--- config.mk ---
export PLATFORM = sky130hd
export DESIGN_NAME = tlic_ctrl
export DESIGN_NICKNAME = d
export VERILOG_FILES = /design/src/tlic_pkg.sv /design/src/tlic_ctrl.sv
export SDC_FILE = /design/constraint.sdc
export NUM_CORES = 1
export LEC_CHECK = 0
export BUFFER_PORTS_ARGS = -buffer_cell sky130_fd_sc_hd__buf_2
export CAP_MARGIN = 0
export CORE_MARGIN = 2
export CORE_UTILIZATION = 40
export DETAILED_ROUTE_END_ITERATION = 12
export PLACE_DENSITY = 0.67
export REMOVE_ABC_BUFFERS = 1
export SLEW_MARGIN = 30
export SYNTH_ARGS = -nofsm -noshare
export SYNTH_HDL_FRONTEND = slang
export SYNTH_SLANG_ARGS = --single-unit
--- constraint.sdc ---
create_clock -name mclk -period 2.8 [get_ports mclk]
set_clock_uncertainty 0.15 [all_clocks]
set_input_delay 0.28 -clock mclk [delete_from_list [all_inputs] [get_ports mclk]]
set_output_delay 0.28 -clock mclk [all_outputs]
set_load 0.02 [all_outputs]
--- src/tlic_pkg.sv ---
package tlic_pkg;

  // ******************************************************
  // Register offsets on the plain register port
  // ******************************************************
  localparam logic [2:0] TLIC_OFS_CTRL = 3'h0;
  localparam logic [2:0] TLIC_OFS_CFLAG = 3'h1;
  localparam logic [2:0] TLIC_OFS_CPRI = 3'h2;
  localparam logic [2:0] TLIC_OFS_PFLAG = 3'h3;
  localparam logic [2:0] TLIC_OFS_PEN = 3'h4;
  localparam logic [2:0] TLIC_OFS_PPRI = 3'h5;
  localparam logic [2:0] TLIC_OFS_RSTCTL = 3'h6;
  localparam logic [2:0] TLIC_OFS_STATUS = 3'h7;

  // ******************************************************
  // Field positions and reset values
  // ******************************************************
  localparam int TLIC_GHE_BIT = 7;
  localparam int TLIC_PLE_BIT = 6;
  localparam int TLIC_PRIORITY_LEVELS_ENABLE_BIT = 7;
  localparam logic [7:0] TLIC_CTRL_MASK = 8'hdf;
  localparam logic [7:0] TLIC_RST_BYTE = 8'h00;
  localparam logic [4:1] TLIC_CPRI_RST = 4'hf;
  localparam logic [7:0] TLIC_PPRI_RST = 8'hff;
  // Core sources: 0 ext0, 1 ext1, 2 ext2, 3 port change, 4 timer0
  localparam int TLIC_NCORE = 5;
  localparam int TLIC_NSRC = 13;
  localparam logic [12:0] TLIC_PERIPH_MASK = 13'h1fe0;

  // ******************************************************
  // Vector addresses
  // ******************************************************
  localparam logic [15:0] TLIC_VEC_HIGH = 16'h0008;
  localparam logic [15:0] TLIC_VEC_LOW = 16'h0018;

  // ******************************************************
  // Service state and block state
  // ******************************************************
  typedef enum logic [3:0] {
    TLIC_SVC_NONE = 4'b0001,
    TLIC_SVC_LOW = 4'b0010,
    TLIC_SVC_HIGH = 4'b0100,
    TLIC_SVC_HOL = 4'b1000
  } tlic_svc_t;

  typedef struct packed {
    logic [3:0] sync1;
    logic [3:0] sync2;
    logic [3:0] prev;
    logic [7:0] ctrl;
    logic [4:0] cflag;
    logic [4:1] cpri;
    logic [7:0] pflag;
    logic [7:0] pen;
    logic [7:0] ppri;
    logic priority_levels_enable;
    logic armed;
    tlic_svc_t svc;
    logic [7:0] rdata;
    logic vec_valid;
    logic [15:0] vec_addr;
    logic [15:0] push_addr;
  } tlic_state_t;

endpackage

--- src/tlic_ctrl.sv ---
// Chosen here: the placing of the registers and the plain strobed port.
`timescale 1ns/1ns

module tlic_ctrl
  import tlic_pkg::*;
(
  // Clock and reset
  input wire logic mclk,
  input wire logic reset_n,
  // Register port
  input wire logic [2:0] reg_addr,
  input wire logic [7:0] reg_wdata,
  input wire logic reg_write,
  input wire logic reg_read,
  output logic [7:0] reg_rdata,
  // Event sources
  input wire logic [2:0] ext_pin,
  input wire logic port_change_pin,
  input wire logic timer0_overflow,
  input wire logic [7:0] periph_event,
  // Core side
  input wire logic fetch_strobe,
  input wire logic return_from_interrupt,
  input wire logic [15:0] return_address,
  output logic vector_valid,
  output logic [15:0] vector_addr,
  output logic push_valid,
  output logic [15:0] push_addr
);

  tlic_state_t st;
  tlic_state_t nx;
  logic [2:0] rise;
  logic chg;
  logic [4:0] ev;
  logic [12:0] all_f;
  logic [12:0] all_e;
  logic [12:0] all_p;
  logic req_h;
  logic req_l;
  logic take_h;
  logic take_l;
  logic in_high;

  // ******************************************************
  // Helpers
  // ******************************************************

  // Any source with flag, enable and selection all set
  function automatic logic tlic_any(input logic [12:0] f, input logic [12:0] e,
                                    input logic [12:0] sel);
    tlic_any = |(f & e & sel);
  endfunction

  // Register read decode
  function automatic logic [7:0] tlic_read(input tlic_state_t s, input logic [2:0] a);
    case (a)
      TLIC_OFS_CTRL: tlic_read = s.ctrl;
      TLIC_OFS_CFLAG: tlic_read = {3'h0, s.cflag};
      TLIC_OFS_CPRI: tlic_read = {3'h0, s.cpri, 1'b1};
      TLIC_OFS_PFLAG: tlic_read = s.pflag;
      TLIC_OFS_PEN: tlic_read = s.pen;
      TLIC_OFS_PPRI: tlic_read = s.ppri;
      TLIC_OFS_RSTCTL: tlic_read = {s.priority_levels_enable, 7'h00};
      TLIC_OFS_STATUS: tlic_read = {4'h0, s.svc};
      default: tlic_read = 8'h00;
    endcase
  endfunction

  // ******************************************************
  // Next state
  // ******************************************************

  // Synchronise, catch events, decode writes, select and take requests
  always_comb
  begin
    nx = st;
    nx.sync1 = {port_change_pin, ext_pin};
    nx.sync2 = st.sync1;
    nx.prev = st.sync2;
    rise = st.sync2[2:0] & ~st.prev[2:0];
    chg = st.sync2[3] ^ st.prev[3];
    ev = {timer0_overflow, chg, rise};

    // Register writes
    if (reg_write && reg_addr == TLIC_OFS_CTRL)
    begin
      nx.ctrl = reg_wdata & TLIC_CTRL_MASK;
    end
    if (reg_write && reg_addr == TLIC_OFS_CPRI)
    begin
      nx.cpri = reg_wdata[4:1];
    end
    if (reg_write && reg_addr == TLIC_OFS_PEN)
    begin
      nx.pen = reg_wdata;
    end
    if (reg_write && reg_addr == TLIC_OFS_PPRI)
    begin
      nx.ppri = reg_wdata;
    end
    if (reg_write && reg_addr == TLIC_OFS_RSTCTL)
    begin
      nx.priority_levels_enable = reg_wdata[TLIC_PRIORITY_LEVELS_ENABLE_BIT];
    end

    // Flags: event set wins over a software clear
    nx.cflag = ((reg_write && reg_addr == TLIC_OFS_CFLAG) ? reg_wdata[4:0] : st.cflag)
               | ev;
    nx.pflag = ((reg_write && reg_addr == TLIC_OFS_PFLAG) ? reg_wdata : st.pflag)
               | periph_event;

    // Per-level requests
    all_f = {st.pflag, st.cflag};
    all_e = {st.pen, st.ctrl[4:0]};
    all_p = {st.ppri, st.cpri, 1'b1};
    in_high = (st.svc == TLIC_SVC_HIGH) || (st.svc == TLIC_SVC_HOL);
    if (st.priority_levels_enable)
    begin
      req_h = st.ctrl[TLIC_GHE_BIT] && tlic_any(all_f, all_e, all_p);
      req_l = st.ctrl[TLIC_GHE_BIT] && st.ctrl[TLIC_PLE_BIT] && !in_high
              && tlic_any(all_f, all_e, ~all_p);
    end
    else
    begin
      // Priority bits ignored here
      req_h = st.ctrl[TLIC_GHE_BIT]
              && (tlic_any(all_f, all_e, ~TLIC_PERIPH_MASK)
              || (st.ctrl[TLIC_PLE_BIT] && tlic_any(all_f, all_e, TLIC_PERIPH_MASK)));
      req_l = 1'b0;
    end

    // Arm at one instruction cycle, take at the next
    nx.vec_valid = 1'b0;
    take_h = 1'b0;
    take_l = 1'b0;
    if (fetch_strobe)
    begin
      nx.armed = req_h || req_l;
      if (st.armed)
      begin
        take_h = req_h;
        take_l = req_l && !req_h;
      end
    end

    // Accept: vector, push, clear the level's enable
    if (take_h || take_l)
    begin
      nx.vec_valid = 1'b1;
      nx.vec_addr = take_h ? TLIC_VEC_HIGH : TLIC_VEC_LOW;
      nx.push_addr = return_address;
      nx.armed = 1'b0;
    end
    if (take_h)
    begin
      nx.ctrl[TLIC_GHE_BIT] = 1'b0;
    end
    if (take_l)
    begin
      nx.ctrl[TLIC_PLE_BIT] = 1'b0;
    end

    // Service level tracking and return handling
    case (st.svc)
      TLIC_SVC_NONE:
      begin
        if (take_h)
        begin
          nx.svc = TLIC_SVC_HIGH;
        end
        else if (take_l)
        begin
          nx.svc = TLIC_SVC_LOW;
        end
        else if (return_from_interrupt)
        begin
          nx.ctrl[TLIC_GHE_BIT] = 1'b1;
        end
      end
      TLIC_SVC_LOW:
      begin
        if (take_h)
        begin
          nx.svc = TLIC_SVC_HOL;
        end
        else if (return_from_interrupt)
        begin
          nx.svc = TLIC_SVC_NONE;
          if (st.priority_levels_enable)
          begin
            nx.ctrl[TLIC_PLE_BIT] = 1'b1;
          end
          else
          begin
            nx.ctrl[TLIC_GHE_BIT] = 1'b1;
          end
        end
      end
      TLIC_SVC_HIGH:
      begin
        if (return_from_interrupt)
        begin
          nx.svc = TLIC_SVC_NONE;
          nx.ctrl[TLIC_GHE_BIT] = 1'b1;
        end
      end
      TLIC_SVC_HOL:
      begin
        if (return_from_interrupt)
        begin
          nx.svc = TLIC_SVC_LOW;
          nx.ctrl[TLIC_GHE_BIT] = 1'b1;
        end
      end
      default:
      begin
        nx.svc = TLIC_SVC_NONE;
      end
    endcase

    // Read data one cycle after the strobe
    nx.rdata = reg_read ? tlic_read(st, reg_addr) : 8'h00;
  end

  // ******************************************************
  // State register
  // ******************************************************

  // Registers the whole state
  always_ff @(posedge mclk or negedge reset_n)
  begin
    if (!reset_n)
    begin
      st.sync1 <= 4'h0;
      st.sync2 <= 4'h0;
      st.prev <= 4'h0;
      st.ctrl <= TLIC_RST_BYTE;
      st.cflag <= 5'h00;
      st.cpri <= TLIC_CPRI_RST;
      st.pflag <= TLIC_RST_BYTE;
      st.pen <= TLIC_RST_BYTE;
      st.ppri <= TLIC_PPRI_RST;
      st.priority_levels_enable <= 1'b0;
      st.armed <= 1'b0;
      st.svc <= TLIC_SVC_NONE;
      st.rdata <= TLIC_RST_BYTE;
      st.vec_valid <= 1'b0;
      st.vec_addr <= 16'h0000;
      st.push_addr <= 16'h0000;
    end
    else
    begin
      st <= nx;
    end
  end

  // Outputs straight from flops
  assign reg_rdata = st.rdata;
  assign vector_valid = st.vec_valid;
  assign vector_addr = st.vec_addr;
  assign push_valid = st.vec_valid;
  assign push_addr = st.push_addr;
endmodule // tlic_ctrl

Yosys cells after proc, flatten, opt, wreduce, memory -nomap -nowiden. Index checks and enable logic that the tools add are counted.

Reduce and logical (&&, ||, !) cells: 28. Multiplexer cells: 32. Eq/ne operators: 13. Bitwise operators: 9.

Operators by type and width (count): $pmux W8 S8 (1); $and A13 B13 Y13 (3); $mux W33 (1); $reduce_or A13 Y1 (2); $mux W8 (3); $mux W4 (5); $mux W1 (16); $pmux W4 S4 (1); $logic_and A1 B1 Y1 (14); $not A13 Y13 (1); $eq A3 B3 Y1 const B (4); $mux W5 (2); $or A8 B8 Y8 (1); $reduce_or A8 Y1 (1); $eq A3 B2 Y1 const B (2); $or A5 B5 Y5 (1); $reduce_or A5 Y1 (1); $eq A4 B1 Y1 const B (1); $eq A4 B2 Y1 const B (1); $eq A4 B3 Y1 const B (1); $eq A4 B4 Y1 const B (1); $logic_or A1 B1 Y1 (4); $mux W2 (2); $and A3 B3 Y3 (1); 11 further kinds (12).

Input bits: 46. Bits in registers: 99.

Depth between registers and ports, before layout. Gate-level depths: netlist (run 1).

Word-level depth: 15. Mapped depth: 8.

Worst setup path after synthesis (run 1). No wires, ideal clock.

Kind: register to register. From: register st, in the netlist all_e[6]. To: register, netlist name push_addr[0]. Stages on the path, launching flop included: 8. Path buffers: 1. Setup slack: 0.771 ns. Arrival time: 1.754 ns. Cell sequence: dfrtp_1 a22o_1 a221oi_2 a41o_1 a221o_2 nand2_2 clkbuf_8 mux2_2.

Word-level cells in the longest chain between the ends: 11. Elaborated cells between the ends (all ways): 20.

RTL lines: from (decl) (line tlic_ctrl.sv:31) `tlic_state_t st;`; from (signal assigned) (line tlic_ctrl.sv:254) `st <= nx;`; $and A13 B13 Y13 * (line tlic_ctrl.sv:52) `tlic_any = |(f & e & sel);`; $reduce_or A8 Y1 (line tlic_ctrl.sv:52); $logic_and A1 B1 Y1 (line tlic_ctrl.sv:129) `|| (st.ctrl[TLIC_PLE_BIT] && tlic_any(all_f, all_e, TLIC_PERIPH_MASK)));`; $logic_or A1 B1 Y1 (line tlic_ctrl.sv:129); $logic_and A1 B1 Y1 (line tlic_ctrl.sv:128) `&& (tlic_any(all_f, all_e, ~TLIC_PERIPH_MASK)`; $mux W1 (line tlic_ctrl.sv:118) `if (st.priority_levels_enable)`; $logic_not A1 Y1 (line tlic_ctrl.sv:143) `take_l = req_l && !req_h;`; $logic_and A1 B1 Y1 (line tlic_ctrl.sv:143); $mux W1 (line tlic_ctrl.sv:140) `if (st.armed)`; $mux W1 (line tlic_ctrl.sv:137) `if (fetch_strobe)`; $logic_or A1 B1 Y1 * (line tlic_ctrl.sv:148) `if (take_h || take_l)`.

Every way passes the cells marked *; elsewhere a longest branch is shown, timed or not. A chain may end at the register's enable or synchronous reset.

Worst setup path in the final report (run 1).
From: register st, in the netlist all_f[6]. To: register, netlist name push_addr[15].

Word-level cells in the longest chain between the ends: 11. Elaborated cells between the ends (all ways): 20.

RTL lines (line): $and A13 B13 Y13 * (tlic_ctrl.sv:52); $reduce_or A8 Y1 (tlic_ctrl.sv:52); $logic_and A1 B1 Y1 (tlic_ctrl.sv:129); $logic_or A1 B1 Y1 (tlic_ctrl.sv:129); $logic_and A1 B1 Y1 (tlic_ctrl.sv:128); $mux W1 (tlic_ctrl.sv:118); $logic_not A1 Y1 (tlic_ctrl.sv:143); $logic_and A1 B1 Y1 (tlic_ctrl.sv:143); $mux W1 (tlic_ctrl.sv:140); $mux W1 (tlic_ctrl.sv:137); $logic_or A1 B1 Y1 * (tlic_ctrl.sv:148).

Marked as above.

==> metrics.md, run 1 <==
| Metric | Value |
|---|---|
| Yosys top cell by area | dfrtp_1 |
| Yosys top cell area share | 41.7% |
| DRC errors left | 0 |
| Non-filler cells, final | 612 |
| Least-Margin Pin Slew | 0.709 ns |
| #FFs+latches synth | 85 |
| CP cell instances | a22o_1 > a221oi_2 > a41o_1 > a221o_2 > nand2_2 > mux2_2 |
| Clock Tree Root | clkbuf_8 |
| Area delta synth->final | 17.5% |
| Status | completed |
| DR iter-0 viols | 267 |
| Max transition margin | 52.7% |
| Num rows | 37 |
| Final Hold Fails | 0 |
| Async SR Flop Fraction | 100% |
| Die Area | 11700 um^2 |
| Global-route usage over all layers | 17.7% |
| Layout fillers | 952 |
| Antenna violations before repair | 0 |
| GR Overflow Total | 0 |
| Pwr/cell area | 747 nW/um^2 |
| CP Max Fanout | 21 |
| TritonCTS Buffers | 9 |
| Post-Syn Area per Cell | 11.1 um^2 |
| Worst-Skew Late Latency | 0.36 ns |
| Place WS | 0.372 ns |
| Total Wirelength | 9.89 mm |
| Final Cycle Share | 87.3% |
| Post-Synthesis Cells | 391 |
| Top Ports | 88 |
| Avg WL per Cell | 16.2 um |
| Final instance area | 5080 um^2 |
| Share of layout cells above drive strength 1 | 34.7% |
| Hold WC Path Type | input pin to register |
| Yosys Warn Count | 0 |
| Startpoint Class | register |
| Crit end category | register |
| Total vias in the final route | 3247 |
| Arr. time, crit path | 2.54 ns |
| Detail Route Antenna Nets | 0 |
| Share of the yosys chip area belonging to registers | 49.6% |
| Cell family with most CP delay | compound AO/OA/AOI/OAI gates |
| Vias in the first global route | 3100 |
| Cells after DPL | 564 |
| RSZ-0062 raised after global routing | no |
| Syn Std Cell Area | 4320 um^2 |
| Bufs and invs on worst path | 0 |
| TNS Setup | 0 ns |
| Maximum vdd drop | 0.554 mV |
| EDFF count, synth | 0 |
| First-pass GRT wire length | 15.7 mm |
| Max Cap Viol | 0 |
| Placer Congestion | 0.948 |
| Worst Path Required | 2.90 ns |
| H-tree levels | 3 |
| Core area | 10400 um^2 |
| # setup viols final | 0 |
| FMAX | 0.409 GHz |
| Pre-antenna DRT Iters | 5 |
| Die H | 108 um |
| DP HPWL | 6.85 mm |
| CTS sink count | 85 |
| Die X | 108 um |
| Worst setup margin | 0.355 ns |
| Top_reg_cell synth | dfrtp_1 |
| Tmin final | 2.45 ns |
| Crit Path Class | register to register |
| PortBufs | 73 |
| Vias/cell | 5.31 |
| Max stage delay on crit path | 0.46 ns |
| Bufs on Longest Clock Path | 2 |
| Leakage | 2.22 nW |
| Crit-path slowest cell | dfrtp_1 |
| Pin count of the biggest net entering global routing | 82 |
| Initial Utilization | 41.5% |
| Antenna diode count | 0 |
| Area contributors post-synth | dfrtp_1, mux2_2, dfstp_2 |
| Max Transition Viols Final | 0 |
| CTS tree | yes |
| Count of cell types in the netlist | 58 |
| Clock transition at path regs | 0.09 ns |
| Area after DPL | 4580 um^2 |
| Nets | 517 |
==> sequential cells by signal, indices dropped and copies added (netlist names) <==
| register | flops |
|---|---|
| push_addr | 16 |
| all_f | 13 |
| nx | 8 |
| reg_rdata | 8 |
| vector_addr | 2 |
| st | 12 |
| all_e | 13 |
| all_p | 12 |
| push_valid | 1 |
==> cell type report <==
class / instances / area (um^2) / area share [%]
tap: 136 / 170 / 3.35
inverter: 11 / 41.3 / 0.812
sequential: 85 / 2140 / 42.2
clock inverter: 6 / 50.0 / 0.985
multi-input combinational: 250 / 1790 / 35.2
clock buffer: 10 / 128 / 2.51
timing repair buffer: 114 / 759 / 14.9
==> worst paths after layout <==
check / start / endpoint / slack, ns / cells past startpoint
worst min register to register: nx[95] / nx[91] / 0.20 / 0
max in group asynchronous: reset_n / all_p[1] / 1.50 / 3
worst min-delay path: reg_wdata[5] / all_e[10] / 0.04 / 2
worst max register to register: all_f[6] / push_addr[15] / 0.35 / 6
worst max-delay path: all_f[6] / push_addr[15] / 0.35 / 6
min in group asynchronous: reset_n / all_e[4] / 0.37 / 2
==> routing by layer <==
layer  part of all wire [%]  vias up  wire length (um)  GRT usage, %
met5                      0        -                 0             0
met4                    2.0        0               194          6.68
met3                    7.0       17               695          3.80
met2                     46      142              4600          27.4
met1                     44     1572              4400          24.6
li1                       -     1516                 -             -
==> power breakdown <==
group	switching, mW	total [mW]	internal (mW)
logic	0.649	1.21	0.558
registers	0.262	1.80	1.54
clock network	0.459	0.789	0.330
==> synth_stat cells (all sizes together) (2+ instances only) <==
master / count
a211o: 9
a32oi: 2
nand2: 23
clkbuf: 8
o31a: 3
inv: 11
a21oi: 14
nand4: 5
nor2b: 11
a211oi: 2
a31oi: 2
a22o: 4
nor3: 6
and2: 2
o22ai: 2
buf: 50
a311oi: 4
dfrtp: 72
mux2i: 14
nand3: 18
nor2: 14
a22oi: 3
nand2b: 4
or2: 2
dfstp: 13
mux2: 41
o2111ai: 3
o21ai: 16
xnor2: 2
nand3b: 11
o2bb2ai: 2
==> what timing repair did <==
| action | in CTS | in global routing |
|---|---|---|
| buffers inserted | 0 | 0 |
| hold buffers | 32 | 0 |
| endpoints found under the hold margin | 102 | 0 |
| resized for setup | 0 | 0 |
==> metrics by stage <==
stage               util, %  hold slack (ns)  power, mW
floorplan                 -           -0.166       2.56
global placement       44.0            0.182       2.95
detailed placement     44.0            0.185       3.00
CTS                    48.8           0.0287       3.83
global route           48.8           0.0324       4.04
finish                 48.8           0.0430       3.80
==> logic make-up after synthesis <==
| logic type | after synthesis | share of synthesized area, % |
|---|---|---|
| and+or+nand+nor | 102 | 12.8 |
| DFF | 85 | 49.6 |
| AOI/OAI and AO/OA | 77 | 13.0 |
| buffers and inverters | 69 | 10.2 |
| muxes | 55 | 13.9 |
| xor gates and xnor gates | 2 | 0.405 |
| other | 1 | 0.0867 |
==> worst reg2reg max path, stage by stage, from the launching register on <==
cell and delay [ns]:
dfrtp_1 0.46, a22o_1 0.22, a221oi_2 0.05, a41o_1 0.27, a221o_2 0.40, nand2_2 0.38, mux2_2 0.40
==> cells in the final DEF (no fill, tap or decap), drive strengths merged, types with 3 or more instances in the layout <==
cell type	count
a211o	9
a21oi	14
a22o	4
a22oi	3
a311oi	4
buf	82
clkbuf	10
clkinv	3
conb	14
dfrtp	72
dfstp	13
dlygate4sd3	32
inv	12
mux2	41
mux2i	14
nand2	23
nand2b	4
nand3	18
nand3b	11
nand4	5
nor2	14
nor2b	11
nor3	6
o2111ai	3
o21ai	16
o31a	3
(Power assumes the default switching activity.)
==> run 2: changes to the inputs <==
Settings changed: CORE_ASPECT_RATIO set to 1.25, MAX_ROUTING_LAYER set to met4.
==> run 2 against run 1 <==
Sequential share of layout area rose by 0.78 points. The run now ends with negative hold slack left. Critical endpoint is now push_addr[13]. Highest routed layer unchanged. Largest cell class unchanged. Via count down 3.2%. Register-to-register slack improved by 0.03 ns. Clock power is 39% higher. Sequential power is essentially flat.
==> metrics.md, run 2 (same netlist as run 1, synthesis figures left out) <==
| Metric | Value |
|---|---|
| Status | finished with violations |
| Failing checks | negative hold slack |
| Pin count of the biggest net entering global routing | 84 (+2.4%) |
| Final Hold Fails | 1 (+1) |
| Clock transition at path regs | 0.06 ns (-0.03 ns) |
| Worst hold path stage count | 2 (unchanged) |
| Pint | 2.69 mW (+11%) |
| Antenna violations before repair | 0 (unchanged) |
| Hold_sp | periph_event[5] |
| PortBufs | 73 (unchanged) |
| Max Transition Viols Final | 0 (unchanged) |
| Psw | 1.40 mW (+2.4%) |
| Max reg flops | 16 (unchanged) |
| Cts-stage hold buffer count | 13 (-59%) |
| Die X | 97.0 um (-10%) |
| Reg2Reg Setup Slack | 0.38 ns (+0.03 ns) |
| Die Area | 11700 um^2 (about the same) |
| Crit end category | register |
| Tmin final | 2.42 ns (-0.0303 ns) |
| Antenna diode count | 0 (unchanged) |
| Post_cts resized | 0 (unchanged) |
| Startpoint Class | register |
| RSZ-0062 raised after global routing | no |
| R2r endpoint | push_addr[13] |
| Post-CTS setup repair buffer count | 0 (unchanged) |
| Max Cap Viol | 0 (unchanged) |
| Leakage | 2.20 nW (-0.94%) |
| Vias in the first global route | 3117 (+0.55%) |
| H-tree levels | 3 (unchanged) |
| Total Wirelength | 10.1 mm (+1.7%) |
| Worst-Skew Late Latency | 0.34 ns (-0.02 ns) |
| Placer Congestion | 0.904 (-4.6%) |
| Global-route usage over all layers | 18.4% (+0.65 points) |
| Core area | 10600 um^2 (+1.4%) |
| Initial Utilization | 40.9% (-0.58 points) |
| Worst reg2reg startpoint | all_f[6] |
| # setup viols final | 0 (unchanged) |
| CP Max Fanout | 21 (unchanged) |
| Clock share of power | 26.8% (+6.0 points) |
| GR Overflow Total | 0 (unchanged) |
| Commonest non-fill, non-tap cells in the layout | dfrtp_1, buf_2, mux2_2 |
| DP HPWL | 7.11 mm (+3.8%) |
| Sw frac | 34.2% (-1.9 points) |
| Vias/cell | 5.33 (+0.37%) |
| Max transition margin | 50.3% (-2.4 points) |
| CTS tree | yes |
| TritonCTS Buffers | 9 (unchanged) |
| Least-Margin Pin Slew | 0.745 ns (+0.0358 ns) |
| Reg2reg path depth | 6 (unchanged) |
| Bufs on Longest Clock Path | 2 (unchanged) |
| Share of layout cells above drive strength 1 | 36.2% (+1.6 points) |
| Crit Path Class | register to register |
| Worst Path Required | 2.88 ns (-0.02 ns) |
| Final Cycle Share | 86.3% (-1.1 points) |
| Pre-antenna DRT Iters | 5 (unchanged) |
| Power, Total | 4.10 mW (+7.9%) |
| Hold WC Path Type | input pin to register |
| WHS Endpoint | all_f[10] |
| Detail Route Antenna Nets | 0 (unchanged) |
| DR iter-0 viols | 298 (+12%) |
| Arr. time, crit path | 2.49 ns (-0.05 ns) |
| Cells after DPL | 561 (-0.53%) |
| Non-filler cells, final | 590 (-3.6%) |
| Die H | 120 um (+11%) |
| CTS sink count | 85 (unchanged) |
| Top Ports | 88 (unchanged) |
| DRC errors left | 0 (unchanged) |
| Largest reg by FF count | push_addr |
| Maximum vdd drop | 0.434 mV (-22%) |
| Num rows | 42 (+14%) |
| Min Hold Slack | -0.00198 ns (-0.0450 ns) |
| Clock Tree Root | clkbuf_16 |
| Nets | 499 (-3.5%) |
| First-pass GRT wire length | 16.3 mm (+3.7%) |
| TNS Setup | 0 ns (unchanged) |
| Avg WL per Cell | 17.0 um (+5.5%) |
| Area delta synth->final | 15.4% |
| FMAX | 0.414 GHz (+1.3%) |
| Comb power frac | 29.4% (-2.4 points) |
| Total vias in the final route | 3142 (-3.2%) |
| Flop pwr share | 43.7% (-3.7 points) |
| Pwr/cell area | 821 nW/um^2 (+9.9%) |
[run 2: cell count changes in the layout (fill, tap and decap cells not counted), sizes merged]
| cell | delta |
|---|---|
| clkinvlp | -1 |
| clkinv | -1 |
| dlygate4sd3 | -19 |
| buf | +1 |
| inv | +2 |
[run 2: worst max-delay path by stage]
stage | endpoint | start | slack [ns] | cells after the start
after detailed placement | push_addr[13] | all_f[6] | 0.38 | 6
final | push_addr[13] | all_f[6] | 0.38 | 6
after CTS | push_addr[0] | all_f[6] | 0.38 | 6
after global placement | push_addr[8] | all_f[6] | 0.42 | 6
after global routing | st[42] | all_f[6] | 0.25 | 7
after floorplan | push_addr[0] | all_e[6] | 0.69 | 6
[run 2: cell type report]
type	count	area, um^2
fill	1001	5570
sequential	85	2140
multi-input combinational	250	1790
timing repair buffer	96	577
clock buffer	10	229
tap	132	165
clock inverter	6	43.8
inverter	11	41.3
[run 2: power groups by stage]
stage,logic [mW],clock network (mW),registers [mW]
3_3_place_gp,1.17,0,1.80
5_1_grt,1.31,1.19,1.84
4_1_cts,1.21,1.13,1.79
3_5_place_dp,1.20,0,1.81
6_report,1.21,1.10,1.79
2_1_floorplan,0.628,0,1.93
[run 2: worst max-delay path, cell delays in order (launching register included)]
cell	delay, ns
dfrtp_1	0.43
a22o_1	0.23
a221oi_2	0.06
a41o_1	0.27
a221o_2	0.40
nand2_2	0.37
mux2_2	0.39
[run 2: per-stage QoR]
step                instance area, um^2  hold slack, ns  setup WS [ns]  util (%)
detailed placement                 4590           0.185          0.382      43.4
floorplan                          3980          -0.166          0.692         -
global route                       4990         0.00889          0.251      47.2
global placement                   4580           0.181          0.418      43.4
CTS                                4990         0.00226          0.382      47.2
finish                             4990        -0.00198          0.385      47.2
[run 2: layer usage]
| layer | routed length (um) | GRT usage (%) | vias to the layer above |
|---|---|---|---|
| met5 | 0 | - | - |
| met4 | 225 | 7.66 | 0 |
| met3 | 493 | 3.53 | 14 |
| met2 | 4960 | 29.1 | 113 |
| met1 | 4370 | 23.4 | 1535 |
| li1 | - | - | 1480 |
==> run 3: changes to the inputs <==
Settings changed: GPL_TIMING_DRIVEN set to 0.
==> run 3 against run 2 <==
Clock-buffer cell count did not move. Flip-flop and latch count did not move. Die area did not move. Highest routed layer unchanged. Critical path depth did not move. Critical endpoint is now push_addr[10]. Wire length fell by 4.5%. Global-route usage fell by 0.67 points. Non-clock buffer count fell by 8. Clock power rose by 10%. Largest power group unchanged. Combinational power barely moved. The run now ends clean. Fmax fell by 3.7%.
==> metrics.md, run 3 (same netlist as run 1, synthesis figures left out) <==
| Metric | Value |
|---|---|
| Avg WL per Cell | 16.5 um (-3.2%) |
| Share of layout cells above drive strength 1 | 35.3% (-0.91 points) |
| Maximum vdd drop | 0.558 mV (+29%) |
| Die H | 120 um (unchanged) |
| Final instance area | 5000 um^2 (+0.25%) |
| Highest metal layer with signal wires | met4 |
| Largest reg by FF count | push_addr |
| Leakage | 2.18 nW (-0.87%) |
| FMAX | 0.399 GHz (-3.7%) |
| Max Transition Viols Final | 0 (unchanged) |
| Status | completed |
| Clock Tree Root | clkbuf_16 |
| Crit end category | register |
| Startpoint Class | register |
| Comb power frac | 28.2% (-1.2 points) |
| H-tree levels | 3 (unchanged) |
| Vias/cell | 5.46 (+2.4%) |
| Met2 wire length | 4.78 mm (-3.7%) |
| Max transition margin | 41.8% (-8.5 points) |
| Hold WC Path Type | input pin to register |
| Cells after DPL | 552 (-1.6%) |
| Max reg flops | 16 (unchanged) |
| Core area | 10600 um^2 (unchanged) |
| Nets | 491 (-1.6%) |
| RSZ-0062 raised after global routing | no |
| Post-CTS setup repair buffer count | 0 (unchanged) |
| Psw | 1.39 mW (-1.2%) |
| TNS Setup | 0 ns (unchanged) |
| Detail Route Antenna Nets | 0 (unchanged) |
| Area delta synth->final | 15.7% |
| Clock share of power | 28.8% (+2.0 points) |
| Initial Utilization | 40.9% (unchanged) |
| # setup viols final | 0 (unchanged) |
| Worst-Skew Late Latency | 0.34 ns (about the same) |
| DRC errors left | 0 (unchanged) |
| Total vias in the final route | 3175 (+1.1%) |
| Tmin final | 2.51 ns (+0.0920 ns) |
| DP HPWL | 6.74 mm (-5.3%) |
| Commonest non-fill, non-tap cells in the layout | dfrtp_1, buf_2, mux2_2 |
| GR Overflow Total | 0 (unchanged) |
| Met3 WL post-DR | 480 um (-2.6%) |
| DR iter-0 viols | 296 (-0.67%) |
| Flop pwr share | 43.0% (-0.7 points) |
| Area after DPL | 4550 um^2 (-0.90%) |
| TritonCTS Buffers | 9 (unchanged) |
| PortBufs | 73 (unchanged) |
| Pwr/cell area | 837 nW/um^2 (+2.0%) |
| Top Ports | 88 (unchanged) |
| Pin count of the biggest net entering global routing | 74 (-12%) |
| Bufs on Longest Clock Path | 2 (unchanged) |
| Global-route usage over all layers | 17.7% (-0.67 points) |
| Final Hold Fails | 0 (-1) |
| Crit Path Class | register to register |
| Arr. time, crit path | 2.58 ns (+0.09 ns) |
| Non-filler cells, final | 582 (-1.4%) |
| CTS tree | yes |
| Die Area | 11700 um^2 (unchanged) |
| Antenna diode count | 0 (unchanged) |
| Total Wirelength | 9.61 mm (-4.5%) |
| Pint | 2.80 mW (+4.0%) |
| Clock transition at path regs | 0.06 ns (about the same) |
| Power, Total | 4.19 mW (+2.2%) |
| Final Cycle Share | 89.5% (+3.3 points) |
| Placer Congestion | 0.879 (-2.8%) |
| Vias in the first global route | 3198 (+2.6%) |
| Worst Path Required | 2.87 ns (about the same) |
| Wire length on met1 | 3.96 mm (-9.4%) |
| First-pass GRT wire length | 15.8 mm (-3.3%) |
| Num rows | 42 (unchanged) |
| Least-Margin Pin Slew | 0.868 ns (+0.123 ns) |
| Sw frac | 33.1% (-1.1 points) |
| Die X | 97.0 um (unchanged) |
| Antenna violations before repair | 0 (unchanged) |
| Max Cap Viol | 0 (unchanged) |
| Pre-antenna DRT Iters | 5 (unchanged) |
| CP Max Fanout | 21 (unchanged) |
| CTS sink count | 85 (unchanged) |
[run 3: power by group through the flow]
| stage | sequential (mW) | combinational, mW | clock (mW) |
|---|---|---|---|
| 2_1_floorplan | 1.93 | 0.628 | 0 |
| 3_3_place_gp | 1.80 | 1.13 | 0 |
| 3_5_place_dp | 1.82 | 1.17 | 0 |
| 4_1_cts | 1.80 | 1.19 | 1.24 |
| 5_1_grt | 1.84 | 1.29 | 1.29 |
| 6_report | 1.80 | 1.18 | 1.21 |
[run 3: routing by layer]
| metal | track usage (%) | vias to the layer above |
|---|---|---|
| met5 | - | - |
| met4 | 9.86 | 0 |
| met3 | 3.12 | 35 |
| met2 | 28.9 | 124 |
| met1 | 20.9 | 1549 |
| li1 | - | 1467 |
[run 3: worst paths after layout]
| path | slack (ns) | startpoint | to | cells past startpoint |
|---|---|---|---|---|
| max | 0.29 | all_e[7] | push_addr[10] | 6 |
| min | 0.02 | fetch_strobe | st[45] | 2 |
| max reg2reg | 0.29 | all_e[7] | push_addr[10] | 6 |
| min reg2reg | 0.20 | nx[95] | nx[91] | 0 |
| max in group asynchronous | 1.72 | reset_n | st[41] | 3 |
| min in group asynchronous | 0.17 | reset_n | nx[94] | 2 |
[run 3: worst max-delay path, cell delays in order (launching register included)]
cell      delay (ns)
dfrtp_1         0.44
nand3_1         0.15
nand4_1         0.14
a311oi_1        0.48
a221o_2         0.33
nand2_2         0.30
mux2_2          0.39
[run 3: cell type report]
| cell class | count | area (um^2) |
|---|---|---|
| clock buffers | 10 | 239 |
| clock inverters | 6 | 71.3 |
| fillers | 975 | 5560 |
| inverters | 11 | 41.3 |
| multi-input cells | 250 | 1800 |
| flip-flops and latches | 85 | 2140 |
| well taps | 132 | 165 |
| repair buffers | 88 | 539 |
[run 3: per-stage QoR]
| step | hold slack (ns) | setup slack, ns | utilization, % |
|---|---|---|---|
| finish | 0.0183 | 0.293 | 47.4 |
| floorplan | -0.166 | 0.692 | - |
| CTS | 0.00760 | 0.315 | 47.3 |
| global route | 0.0111 | 0.206 | 47.4 |
| detailed placement | -0.0400 | 0.326 | 43.0 |
| global placement | 0.182 | 0.397 | 42.7 |
[run 3: what timing repair did]
action / 4_1_cts / 5_1_grt
hold buffers: 14 / 0
resized for setup: 0 / 0
hold endpoints to repair: 85 / 0
